$ cat src/lcs_pkg.sv
package lcs_pkg;

    // ****************************************
    // Timebase
    // ****************************************
    localparam int CLK_NS = 50;
    localparam int TICK_NS = 50000;
    localparam int TICK_CYC_DEF = TICK_NS / CLK_NS;
    localparam int TCNT_W = 12;

    // ****************************************
    // Register indices, byte address is four times the index
    // ****************************************
    localparam logic [7:0] IDX_A_DRV = 8'hAC;
    localparam logic [7:0] IDX_A_FL = 8'hAD;
    localparam logic [7:0] IDX_B_DRV = 8'hAE;
    localparam logic [7:0] IDX_B_FL = 8'hAF;
    localparam logic [15:0] RST_VAL = 16'h0000;
    localparam logic [15:0] DRV_MASK = 16'h903F;
    localparam logic [15:0] FL_MASK = 16'hF333;

    // ****************************************
    // Field positions
    // ****************************************
    localparam int B_ENA = 15;
    localparam int B_HIB = 12;
    localparam int B_MODE = 15;
    localparam int B_TRIG = 14;
    localparam int B_DRIVE = 13;
    localparam int B_RATE = 12;
    localparam int F_DUR = 8;
    localparam int F_OFF = 4;
    localparam int F_ON = 0;

    // ****************************************
    // Durations
    // ****************************************
    localparam int DUR_MS [4] = '{32, 64, 96, 1024};
    localparam int REPEAT_MS = 4000;
    localparam int RAMP_STEPS = 64;
    localparam int FL_RAMP_NS = 1950000;
    localparam int LED_RAMP_NS = 250000000;
    localparam int FL_STEP_CYC = FL_RAMP_NS / (CLK_NS * RAMP_STEPS);
    localparam int LED_STEP_DEF = LED_RAMP_NS / (CLK_NS * RAMP_STEPS);
    localparam logic [16:0] REP_TICKS = 17'(REPEAT_MS * 1000 / (TICK_NS / 1000));

    typedef enum logic [1:0] {LCS_OFF, LCS_RISE, LCS_ON, LCS_FALL} lcs_st_e;

    typedef struct packed {
        logic [15:0] drv;
        logic [15:0] fl;
        lcs_st_e st;
        logic [5:0] lvl;
        logic [14:0] dur;
        logic [19:0] stp;
        logic [16:0] rep;
        logic drv_prv;
        logic pin_prv;
    } lcs_ch_s;

    typedef struct packed {
        lcs_ch_s [1:0] ch;
        logic [TCNT_W-1:0] tcnt;
        logic tick;
        logic [31:0] rdata;
    } lcs_state_s;

endpackage : lcs_pkg

$ cat src/lcs_ctrl.sv
// Register access over APB is this design's own decision.
`timescale 1ns/1ns

module lcs_ctrl import lcs_pkg::*; #(
    parameter int TICK_CYC = TICK_CYC_DEF,
    parameter int LED_STEP_CYC = LED_STEP_DEF
) (
    input wire logic clk_i,
    input wire logic rst_b_i,
    input wire logic psel_i,
    input wire logic penable_i,
    input wire logic pwrite_i,
    input wire logic [11:0] paddr_i,
    input wire logic [31:0] pwdata_i,
    output logic [31:0] prdata_o,
    output logic pready_o,
    output logic pslverr_o,
    input wire logic hib_i,
    input wire logic sm_reset_i,
    input wire logic [1:0] flash_pin_i,
    output logic sink_a_pin_o,
    output logic [5:0] sink_a_level_o,
    output logic sink_b_pin_o,
    output logic [5:0] sink_b_level_o
);

    // ****************************************
    // Parameter checks
    // ****************************************
    if (TICK_CYC < 1 || TICK_CYC > (1 << TCNT_W)) begin : g_tick_chk
        $error("TICK_CYC out of range");
    end
    if (LED_STEP_CYC < 1 || LED_STEP_CYC * 4 >= (1 << 20)) begin : g_step_chk
        $error("LED_STEP_CYC out of range");
    end

    lcs_state_s r_reg;
    lcs_state_s r_next;
    logic hit;
    logic [7:0] idx;
    logic wr;

    // ****************************************
    // Helpers
    // ****************************************

    // Returns the step counter reload of a nonzero ramp code; the counter also spends a cycle at zero.
    function automatic logic [19:0] step_cyc(input logic flash, input logic [1:0] code);
        logic [19:0] base;
        base = flash ? 20'(FL_STEP_CYC) : 20'(LED_STEP_CYC);
        return (base << (2'(code - 2'h1))) - 20'h00001;
    endfunction : step_cyc

    // Returns the flash length in ticks.
    function automatic logic [14:0] dur_ticks(input logic [1:0] code);
        return 15'(DUR_MS[code] * 1000 / (TICK_NS / 1000));
    endfunction : dur_ticks

    // Decodes a word-aligned byte address into a register hit.
    function automatic logic reg_hit(input logic [11:0] a);
        return a[1:0] == 2'h0 && a[11:2] >= 10'(IDX_A_DRV) && a[11:2] <= 10'(IDX_B_FL);
    endfunction : reg_hit

    // ****************************************
    // Bus decode
    // ****************************************

    // Zero-wait slave; unmapped addresses answer with an error.
    assign idx = paddr_i[9:2];
    assign hit = reg_hit(paddr_i);
    assign wr = psel_i && penable_i && pwrite_i && hit;
    assign pready_o = 1'b1;
    assign pslverr_o = psel_i && penable_i && !hit;
    assign prdata_o = r_reg.rdata;

    // Outputs follow the channel state flops.
    assign sink_a_pin_o = r_reg.ch[0].st != LCS_OFF;
    assign sink_a_level_o = r_reg.ch[0].lvl;
    assign sink_b_pin_o = r_reg.ch[1].st != LCS_OFF;
    assign sink_b_level_o = r_reg.ch[1].lvl;

    // ****************************************
    // Next state
    // ****************************************

    // Timebase, channel sequencers, register writes so software beats the sequencers, then sm_reset_i last.
    always_comb begin
        logic en;
        logic flash;
        logic trig;
        logic stop;
        logic step;
        logic [5:0] code;
        en = 1'b0;
        flash = 1'b0;
        trig = 1'b0;
        stop = 1'b0;
        step = 1'b0;
        code = 6'h00;
        r_next = r_reg;
        r_next.tick = 1'b0;
        if (r_reg.tcnt == TCNT_W'(TICK_CYC - 1)) begin
            r_next.tcnt = '0;
            r_next.tick = 1'b1;
        end else begin
            r_next.tcnt = r_reg.tcnt + 1'b1;
        end
        if (psel_i && !penable_i) begin
            case (idx)
                IDX_A_DRV: r_next.rdata = {16'h0000, r_reg.ch[0].drv};
                IDX_A_FL: r_next.rdata = {16'h0000, r_reg.ch[0].fl};
                IDX_B_DRV: r_next.rdata = {16'h0000, r_reg.ch[1].drv};
                IDX_B_FL: r_next.rdata = {16'h0000, r_reg.ch[1].fl};
                default: r_next.rdata = 32'h0000_0000;
            endcase
        end
        for (int c = 0; c < 2; c++) begin
            en = r_reg.ch[c].drv[B_ENA] && !(hib_i && !r_reg.ch[c].drv[B_HIB]);
            code = r_reg.ch[c].drv[5:0];
            flash = r_reg.ch[c].fl[B_MODE];
            r_next.ch[c].drv_prv = r_reg.ch[c].fl[B_DRIVE];
            r_next.ch[c].pin_prv = flash_pin_i[c];
            // Free-running repeat timer while auto repeat is on.
            trig = 1'b0;
            if (!(flash && r_reg.ch[c].fl[B_RATE])) begin
                r_next.ch[c].rep = '0;
            end else if (r_reg.tick) begin
                if (r_reg.ch[c].rep == REP_TICKS - 17'h1) begin
                    r_next.ch[c].rep = '0;
                    trig = 1'b1;
                end else begin
                    r_next.ch[c].rep = r_reg.ch[c].rep + 17'h1;
                end
            end
            // Source is consulted only in flash mode.
            if (flash) begin
                if (r_reg.ch[c].fl[B_TRIG]) begin
                    trig = trig || (flash_pin_i[c] && !r_reg.ch[c].pin_prv);
                end else begin
                    trig = trig || (r_reg.ch[c].fl[B_DRIVE] && !r_reg.ch[c].drv_prv);
                end
            end
            // Flash timer counts from the trigger.
            stop = 1'b0;
            if (flash && r_reg.tick && r_reg.ch[c].st inside {LCS_RISE, LCS_ON}) begin
                if (r_reg.ch[c].dur == 15'h0000) begin
                    stop = 1'b1;
                end else begin
                    r_next.ch[c].dur = r_reg.ch[c].dur - 15'h0001;
                end
            end
            if (!flash && !r_reg.ch[c].fl[B_DRIVE]) begin
                stop = 1'b1;
            end
            if (stop && flash && !r_reg.ch[c].fl[B_TRIG]) begin
                r_next.ch[c].fl[B_DRIVE] = 1'b0;
            end
            step = r_reg.ch[c].stp == 20'h00000;
            if (r_reg.ch[c].st inside {LCS_RISE, LCS_FALL}) begin
                r_next.ch[c].stp = step ? r_reg.ch[c].stp : r_reg.ch[c].stp - 20'h00001;
            end
            case (r_reg.ch[c].st)
                LCS_OFF: begin
                    r_next.ch[c].lvl = 6'h00;
                end
                LCS_RISE: begin
                    if (step) begin
                        r_next.ch[c].stp = step_cyc(flash, r_reg.ch[c].fl[F_ON+:2]);
                        if (r_reg.ch[c].lvl >= code) begin
                            r_next.ch[c].lvl = code;
                            r_next.ch[c].st = LCS_ON;
                        end else begin
                            r_next.ch[c].lvl = r_reg.ch[c].lvl + 6'h01;
                        end
                    end
                end
                LCS_ON: begin
                    r_next.ch[c].lvl = code;
                end
                LCS_FALL: begin
                    if (step) begin
                        r_next.ch[c].stp = step_cyc(flash, r_reg.ch[c].fl[F_OFF+:2]);
                        if (r_reg.ch[c].lvl == 6'h00) begin
                            r_next.ch[c].st = LCS_OFF;
                        end else begin
                            r_next.ch[c].lvl = r_reg.ch[c].lvl - 6'h01;
                        end
                    end
                end
                default: begin
                    r_next.ch[c].st = LCS_OFF;
                end
            endcase
            // Start a ramp up, either instant or stepped.
            if ((flash && trig && r_reg.ch[c].st inside {LCS_OFF, LCS_FALL}) ||
                (!flash && r_reg.ch[c].fl[B_DRIVE] && r_reg.ch[c].st inside {LCS_OFF, LCS_FALL})) begin
                r_next.ch[c].dur = dur_ticks(r_reg.ch[c].fl[F_DUR+:2]);
                if (r_reg.ch[c].fl[F_ON+:2] == 2'h0) begin
                    r_next.ch[c].lvl = code;
                    r_next.ch[c].st = LCS_ON;
                end else begin
                    r_next.ch[c].st = LCS_RISE;
                    r_next.ch[c].stp = step_cyc(flash, r_reg.ch[c].fl[F_ON+:2]);
                end
            end else if (stop && r_reg.ch[c].st inside {LCS_RISE, LCS_ON}) begin
                if (r_reg.ch[c].fl[F_OFF+:2] == 2'h0) begin
                    r_next.ch[c].lvl = 6'h00;
                    r_next.ch[c].st = LCS_OFF;
                end else begin
                    r_next.ch[c].st = LCS_FALL;
                    r_next.ch[c].stp = step_cyc(flash, r_reg.ch[c].fl[F_OFF+:2]);
                end
            end
            if (!en) begin
                r_next.ch[c].st = LCS_OFF;
                r_next.ch[c].lvl = 6'h00;
            end
        end
        // Software writes land after the sequencers so a write beats the hardware clear; sm_reset_i still overrides them.
        if (wr) begin
            case (idx)
                IDX_A_DRV: r_next.ch[0].drv = pwdata_i[15:0] & DRV_MASK;
                IDX_A_FL: r_next.ch[0].fl = pwdata_i[15:0] & FL_MASK;
                IDX_B_DRV: r_next.ch[1].drv = pwdata_i[15:0] & DRV_MASK;
                IDX_B_FL: r_next.ch[1].fl = pwdata_i[15:0] & FL_MASK;
                default: r_next.tick = r_next.tick;
            endcase
        end
        if (sm_reset_i) begin
            for (int c = 0; c < 2; c++) begin
                r_next.ch[c].drv = RST_VAL;
                r_next.ch[c].fl = RST_VAL;
                r_next.ch[c].st = LCS_OFF;
                r_next.ch[c].lvl = 6'h00;
            end
        end
    end

    // ****************************************
    // State register
    // ****************************************

    // Registers the whole state.
    always_ff @(posedge clk_i or negedge rst_b_i) begin
        if (!rst_b_i) begin
            r_reg <= '0;
        end else begin
            r_reg <= r_next;
        end
    end
endmodule : lcs_ctrl

$ cat config.mk
export PLATFORM = sky130hd
export DESIGN_NAME = lcs_ctrl
export DESIGN_NICKNAME = d
export VERILOG_FILES = /design/src/lcs_pkg.sv /design/src/lcs_ctrl.sv
export SDC_FILE = /design/constraint.sdc
export NUM_CORES = 1
export LEC_CHECK = 0
export BUFFER_PORTS_ARGS = -buffer_cell sky130_fd_sc_hd__clkbuf_2
export CAP_MARGIN = 20
export CORE_AREA = 2 2 178 180
export DETAILED_ROUTE_END_ITERATION = 10
export DIE_AREA = 0 0 180 182
export PLACE_DENSITY = 0.86
export SLEW_MARGIN = 20
export SYNTH_ARGS = -nofsm -noshare
export SYNTH_HDL_FRONTEND = slang
export SYNTH_SLANG_ARGS = --single-unit
$ cat constraint.sdc
create_clock -name clk_i -period 35.5 [get_ports clk_i]
set_input_delay 5.325 -clock clk_i [delete_from_list [all_inputs] [get_ports clk_i]]
set_output_delay 5.325 -clock clk_i [all_outputs]
set_load 0.02 [all_outputs]
* Yosys cells after proc, flatten, opt, wreduce, memory -nomap -nowiden *
Index checks and enable logic that the tools add are counted.
W data, S select, Z words.

operators by class
  add/sub/neg operators = 19
  multipliers = 2
  divide/modulo/power cells = 2
  magnitude comparators = 6
  eq/ne operators = 27
  shift-type cells = 4
  multiplexer cells = 97
  bitwise operators = 2
  reductions and logical operators = 95

operators with widths
  operator                 count
  $mux W20                 16
  $mux W32                 6
  $mux W17                 8
  $bmux W32 S2             2
  $sub A20 B1 Y20 const B  6
  $mux W15                 6
  $mux W40                 2
  $mux W8                  10
  $pmux W20 S2             2
  $div A32 B7 Y32 const B  2
  $mul A32 B8 Y29 const B  2
  $mux W16                 4
  $pmux W16 S4             1
  $mux W6                  8
  $pmux W6 S4              2
  $logic_not A20 Y1        2
  $shl A17 B2 Y20          2
  $shl A20 B2 Y20          2
  $logic_and A1 B1 Y1      37
  $add A17 B1 Y17 const B  2
  $eq A17 B17 Y1 const B   2
  $eq A8 B8 Y1 const B     4
  $logic_not A15 Y1        2
  $reduce_bool A2 Y1       15
  other kinds (29)         109

storage, ports and cells
  register bits = 233

* Depth between registers and ports, before layout *
  word-level depth = 13
  gate-level depth with buffers = 57

* Worst setup path after synthesis *
No wires, ideal clock.

  kind = register to register
  start point = register r_reg[209] (netlist name)
  end point = register r_reg[179] (netlist name)
  library setup time = 126 ps
  data arrival time = 11386 ps
  data required time = 35374 ps
  path slack = 23987 ps
  cell stages (with the launch flop) = 55
  path buffers = 7
  period minus slack after synthesis = 11513 ps
  cell sequence = dfrtp_1 inv_1 ha_1 clkbuf_1 or2_2 ha_1 ha_1 nand2_1 fa_1 or3b_2 o211ai_1 xnor2_1 nand2_1 ha_1 nand2_1 o21a_1 and4_1 nand3_1 (+19 left out) nand4_4 inv_2 buf_1 ha_1 nor3b_1 mux2_2 nor2_1 and3_1 buf_2 clkbuf_1 ha_1 or2_2 o32ai_1 or3b_1 or2_2 o32ai_1 a32oi_1 o32a_1

between the ends
  word-level cells in the longest chain between the ends = 7

RTL lines
  item                                         line             RTL
  start: declaration                           lcs_ctrl.sv:37   lcs_state_s r_reg;
  start signal: assignment                     lcs_ctrl.sv:248  r_reg <= r_next;
  $not A2 Y3 (implied by the code)             lcs_ctrl.sv:56   return 15'(DUR_MS[code] * 1000 / (TICK_NS / 1000));
  $bmux W32 S2                                 lcs_ctrl.sv:56
  $mux W32 (implied by the code) (2 in a row)  lcs_ctrl.sv:56
  $mul A32 B8 Y29                              lcs_ctrl.sv:56
  $div A32 B7 Y32                              lcs_ctrl.sv:56
  $mux W15                                     lcs_ctrl.sv:195  if ((flash && trig && r_reg.ch[c].st inside {LCS_OFF, LCS_FALL}) ||

Every way passes these cells. The select of a mux whose other input is x is not followed.
A chain may end at the register's enable or synchronous reset.

* Final worst setup path *
Ends and elaborated chain as after synthesis.

==> results.json <==
{
  "core.rowCount": 65,
  "synth-simple-area-share_pct": 26.8,
  "postCtsHoldBufs": 0,
  "critPathCaptureType": "flop",
  "critPathRequiredTime_ps": 35830,
  "path_class": "reg2reg",
  "post_cts_buffers": 0,
  "grt_max_degree": 116,
  "synth_common_cells": "nor2_1 (269), nand2_1 (258), o21ai_0 (194)",
  "syn_inst": 2501,
  "cts_tree": "yes",
  "post-place-cells": 2834,
  "numPortBuffers": 63,
  "relSlewSlack_pct": 37.7,
  "fill_cells": 2539,
  "num_vias": 19500,
  "hold_viol": 0,
  "worst_pin_slew_ps": 934,
  "finalWorstSetupSlack_ps": 20610,
  "die_h_um": 182,
  "drt_iter0_markers": 2023,
  "yosys-top-cells-area": "dfrtp_1 (24%), ha_1 (6.2%), nor2_1 (5.2%)",
  "setup_viol": 0,
  "p_leak_nw": 8.25,
  "clock_path_buffers": 2,
  "yosys.area_share.xor_xnor_pct": 6.48,
  "ys_ff_latch": 186,
  "finalPower_mw": 0.441,
  "hold_path.class": "reg2reg",
  "async_flop_share_pct": 100,
  "synth-edff-count": 0,
  "area_growth_pct": 3.98,
  "timing.setup.tns_ps": 0,
  "dp_slack_ps": 21110,
  "dpl.hpwl_um": 39000,
  "layout-drive-gt1-share_pct": 8.32,
  "drt-pass1-iter-count": 6,
  "start_kind": "flop",
  "ir_worst_vdd_mv": 0.0346,
  "critical_path.slowest_cell": "inv_1",
  "grt_pass1_vias": 18200,
  "dieArea_mm2": 0.0328,
  "synth_top_family_by_area": "simple AND/OR/NAND/NOR gates",
  "h-tree-depth": 4,
  "wl_per_cell_um": 18.9,
  "remaining_drc_errors": 0,
  "timing.final.crit_period_ps": 14890,
  "yosys.area.top_type": "dfrtp_1",
  "finalNonFillerCells": 2867,
  "cellPowerDensity_mw_per_mm2": 22.0,
  "antenna_found_initial": 0,
  "gr-total-overflow": 0,
  "vias_per_cell": 6.79,
  "clock-root-buffer": "clkbuf_16",
  "diodes": 0,
  "seq_area_frac_synth_pct": 24.1,
  "ant_nets": 0,
  "skew_ps": 10.1,
  "synthFlopType": "dfrtp_1",
  "critPathMostFrequentCell": "ha_1",
  "path_max_fanout": 19,
  "ys_warn_count": 0,
  "core_mm2": 0.0310,
  "synth-compound-area-share_pct": 24.8,
  "arrival_ps": 15220,
  "crit_path_max_incr_delay_ps": 590,
  "fmax_mhz": 67.2,
  "synthAdderAreaFrac_pct": 6.65,
  "grt_pass1_wl_um": 89600,
  "place.gp.congestion": 0.979,
  "rsz0062_at_grt": "no",
  "die_w_um": 180,
  "period_share_pct": 41.9,
  "status": "finished, final reports clean",
  "initial_core_util_pct": 62.2,
  "track_usage_pct": 32.1,
  "syn_area_mm2": 0.0193,
  "ys_types": 110,
  "yosysTopAreaCellShare_pct": 24.1,
  "yosysMostFrequentCell": "nor2_1",
  "cts.sinks": 186,
  "synth_mux_area_share_pct": 5.31,
  "ctsResizeCount": 0,
  "avgSynthCellArea_um2": 7.71,
  "critPathTopFamily": "simple AND/OR/NAND/NOR gates",
  "crit_buf_inv": 5,
  "finalMaxSlewViolations": 0,
  "clk_latency_ps": 450,
  "wirelength_um": 54100,
  "largest_reg_flops": 159,
  "max-cap-violations": 0,
  "path_clk_slew_ps": 70,
  "io_pins": 101,
  "cts_buffers": 17,
  "final_nets": 2605
}
[stage by stage]
step / util [%] / hold WS [ps] / cell area, um^2
final: 64.7 / 458 / 20000
after global routing: 64.7 / 488 / 20000
after CTS: 64.6 / 464 / 20000
after detailed placement: 62.8 / 454 / 19500
after global placement: 62.8 / 449 / 19500
after floorplan: - / 408 / 19300
[cell type report]
type | count | area (um^2) | share of cell area [%]
clock buffers | 20 | 467 | 2.33
clock inverters | 12 | 108 | 0.537
inverters | 85 | 319 | 1.59
multi-input cells | 2088 | 13600 | 67.8
flip-flops and latches | 186 | 4650 | 23.2
well taps | 402 | 503 | 2.51
repair buffers | 74 | 407 | 2.03
[metal layers]
layer	vias up	global-route usage, %	routed length (um)
met5	-	0	0
met4	0	11.9	1670
met3	166	4.05	4280
met2	1026	52.8	24900
met1	9253	43.4	23200
li1	9021	-	-
[power by group]
| part | switching (mW) | internal [mW] | total [mW] |
|---|---|---|---|
| clock network | 0.0900 | 0.0976 | 0.188 |
| registers | 0.00348 | 0.215 | 0.219 |
| logic | 0.0215 | 0.0129 | 0.0344 |
| total | 0.115 | 0.326 | 0.441 |
[path summary, 6_finish.rpt]
check	start	to	slack, ps	depth (start not counted)
setup / recovery	r_reg[209]	r_reg[179]	20610	48
hold / removal	r_reg[33]	r_reg[33]	460	1
setup reg to reg	r_reg[209]	r_reg[179]	20610	48
hold reg to reg	r_reg[33]	r_reg[33]	460	1
max in group asynchronous	rst_b_i	r_reg[178]	29010	2
min in group asynchronous	rst_b_i	sink_a_level_o[0]	4970	1
[logic make-up (layout without fill, tap and decap cells)]
kind of cell | Yosys count | after routing
compound gates | 717 | 717
xor+xnor | 140 | 140
fa+ha+maj | 100 | 100
buf+inv | 242 | 191
flops | 186 | 186
mux | 93 | 93
other cells | 2 | 17
simple gates | 1021 | 1021
[placed cells by master, fill, tap and decap left out, types with 48 or more instances in the layout]
cell type  Yosys  routed
nor2_1       269     269
ha_1          96      96
clkbuf_2       0      62
o21ai_0      194     194
a21oi_1      148     148
nor3_1        67      67
xnor2_1       76      76
nand2b_1      48      48
nand2_1      258     258
nand3_1       84      84
dfrtp_1      186     186
mux2i_1       75      75
xor2_1        61      61
inv_1         79      79
No activity file was read; power rests on OpenSTA's default activity.
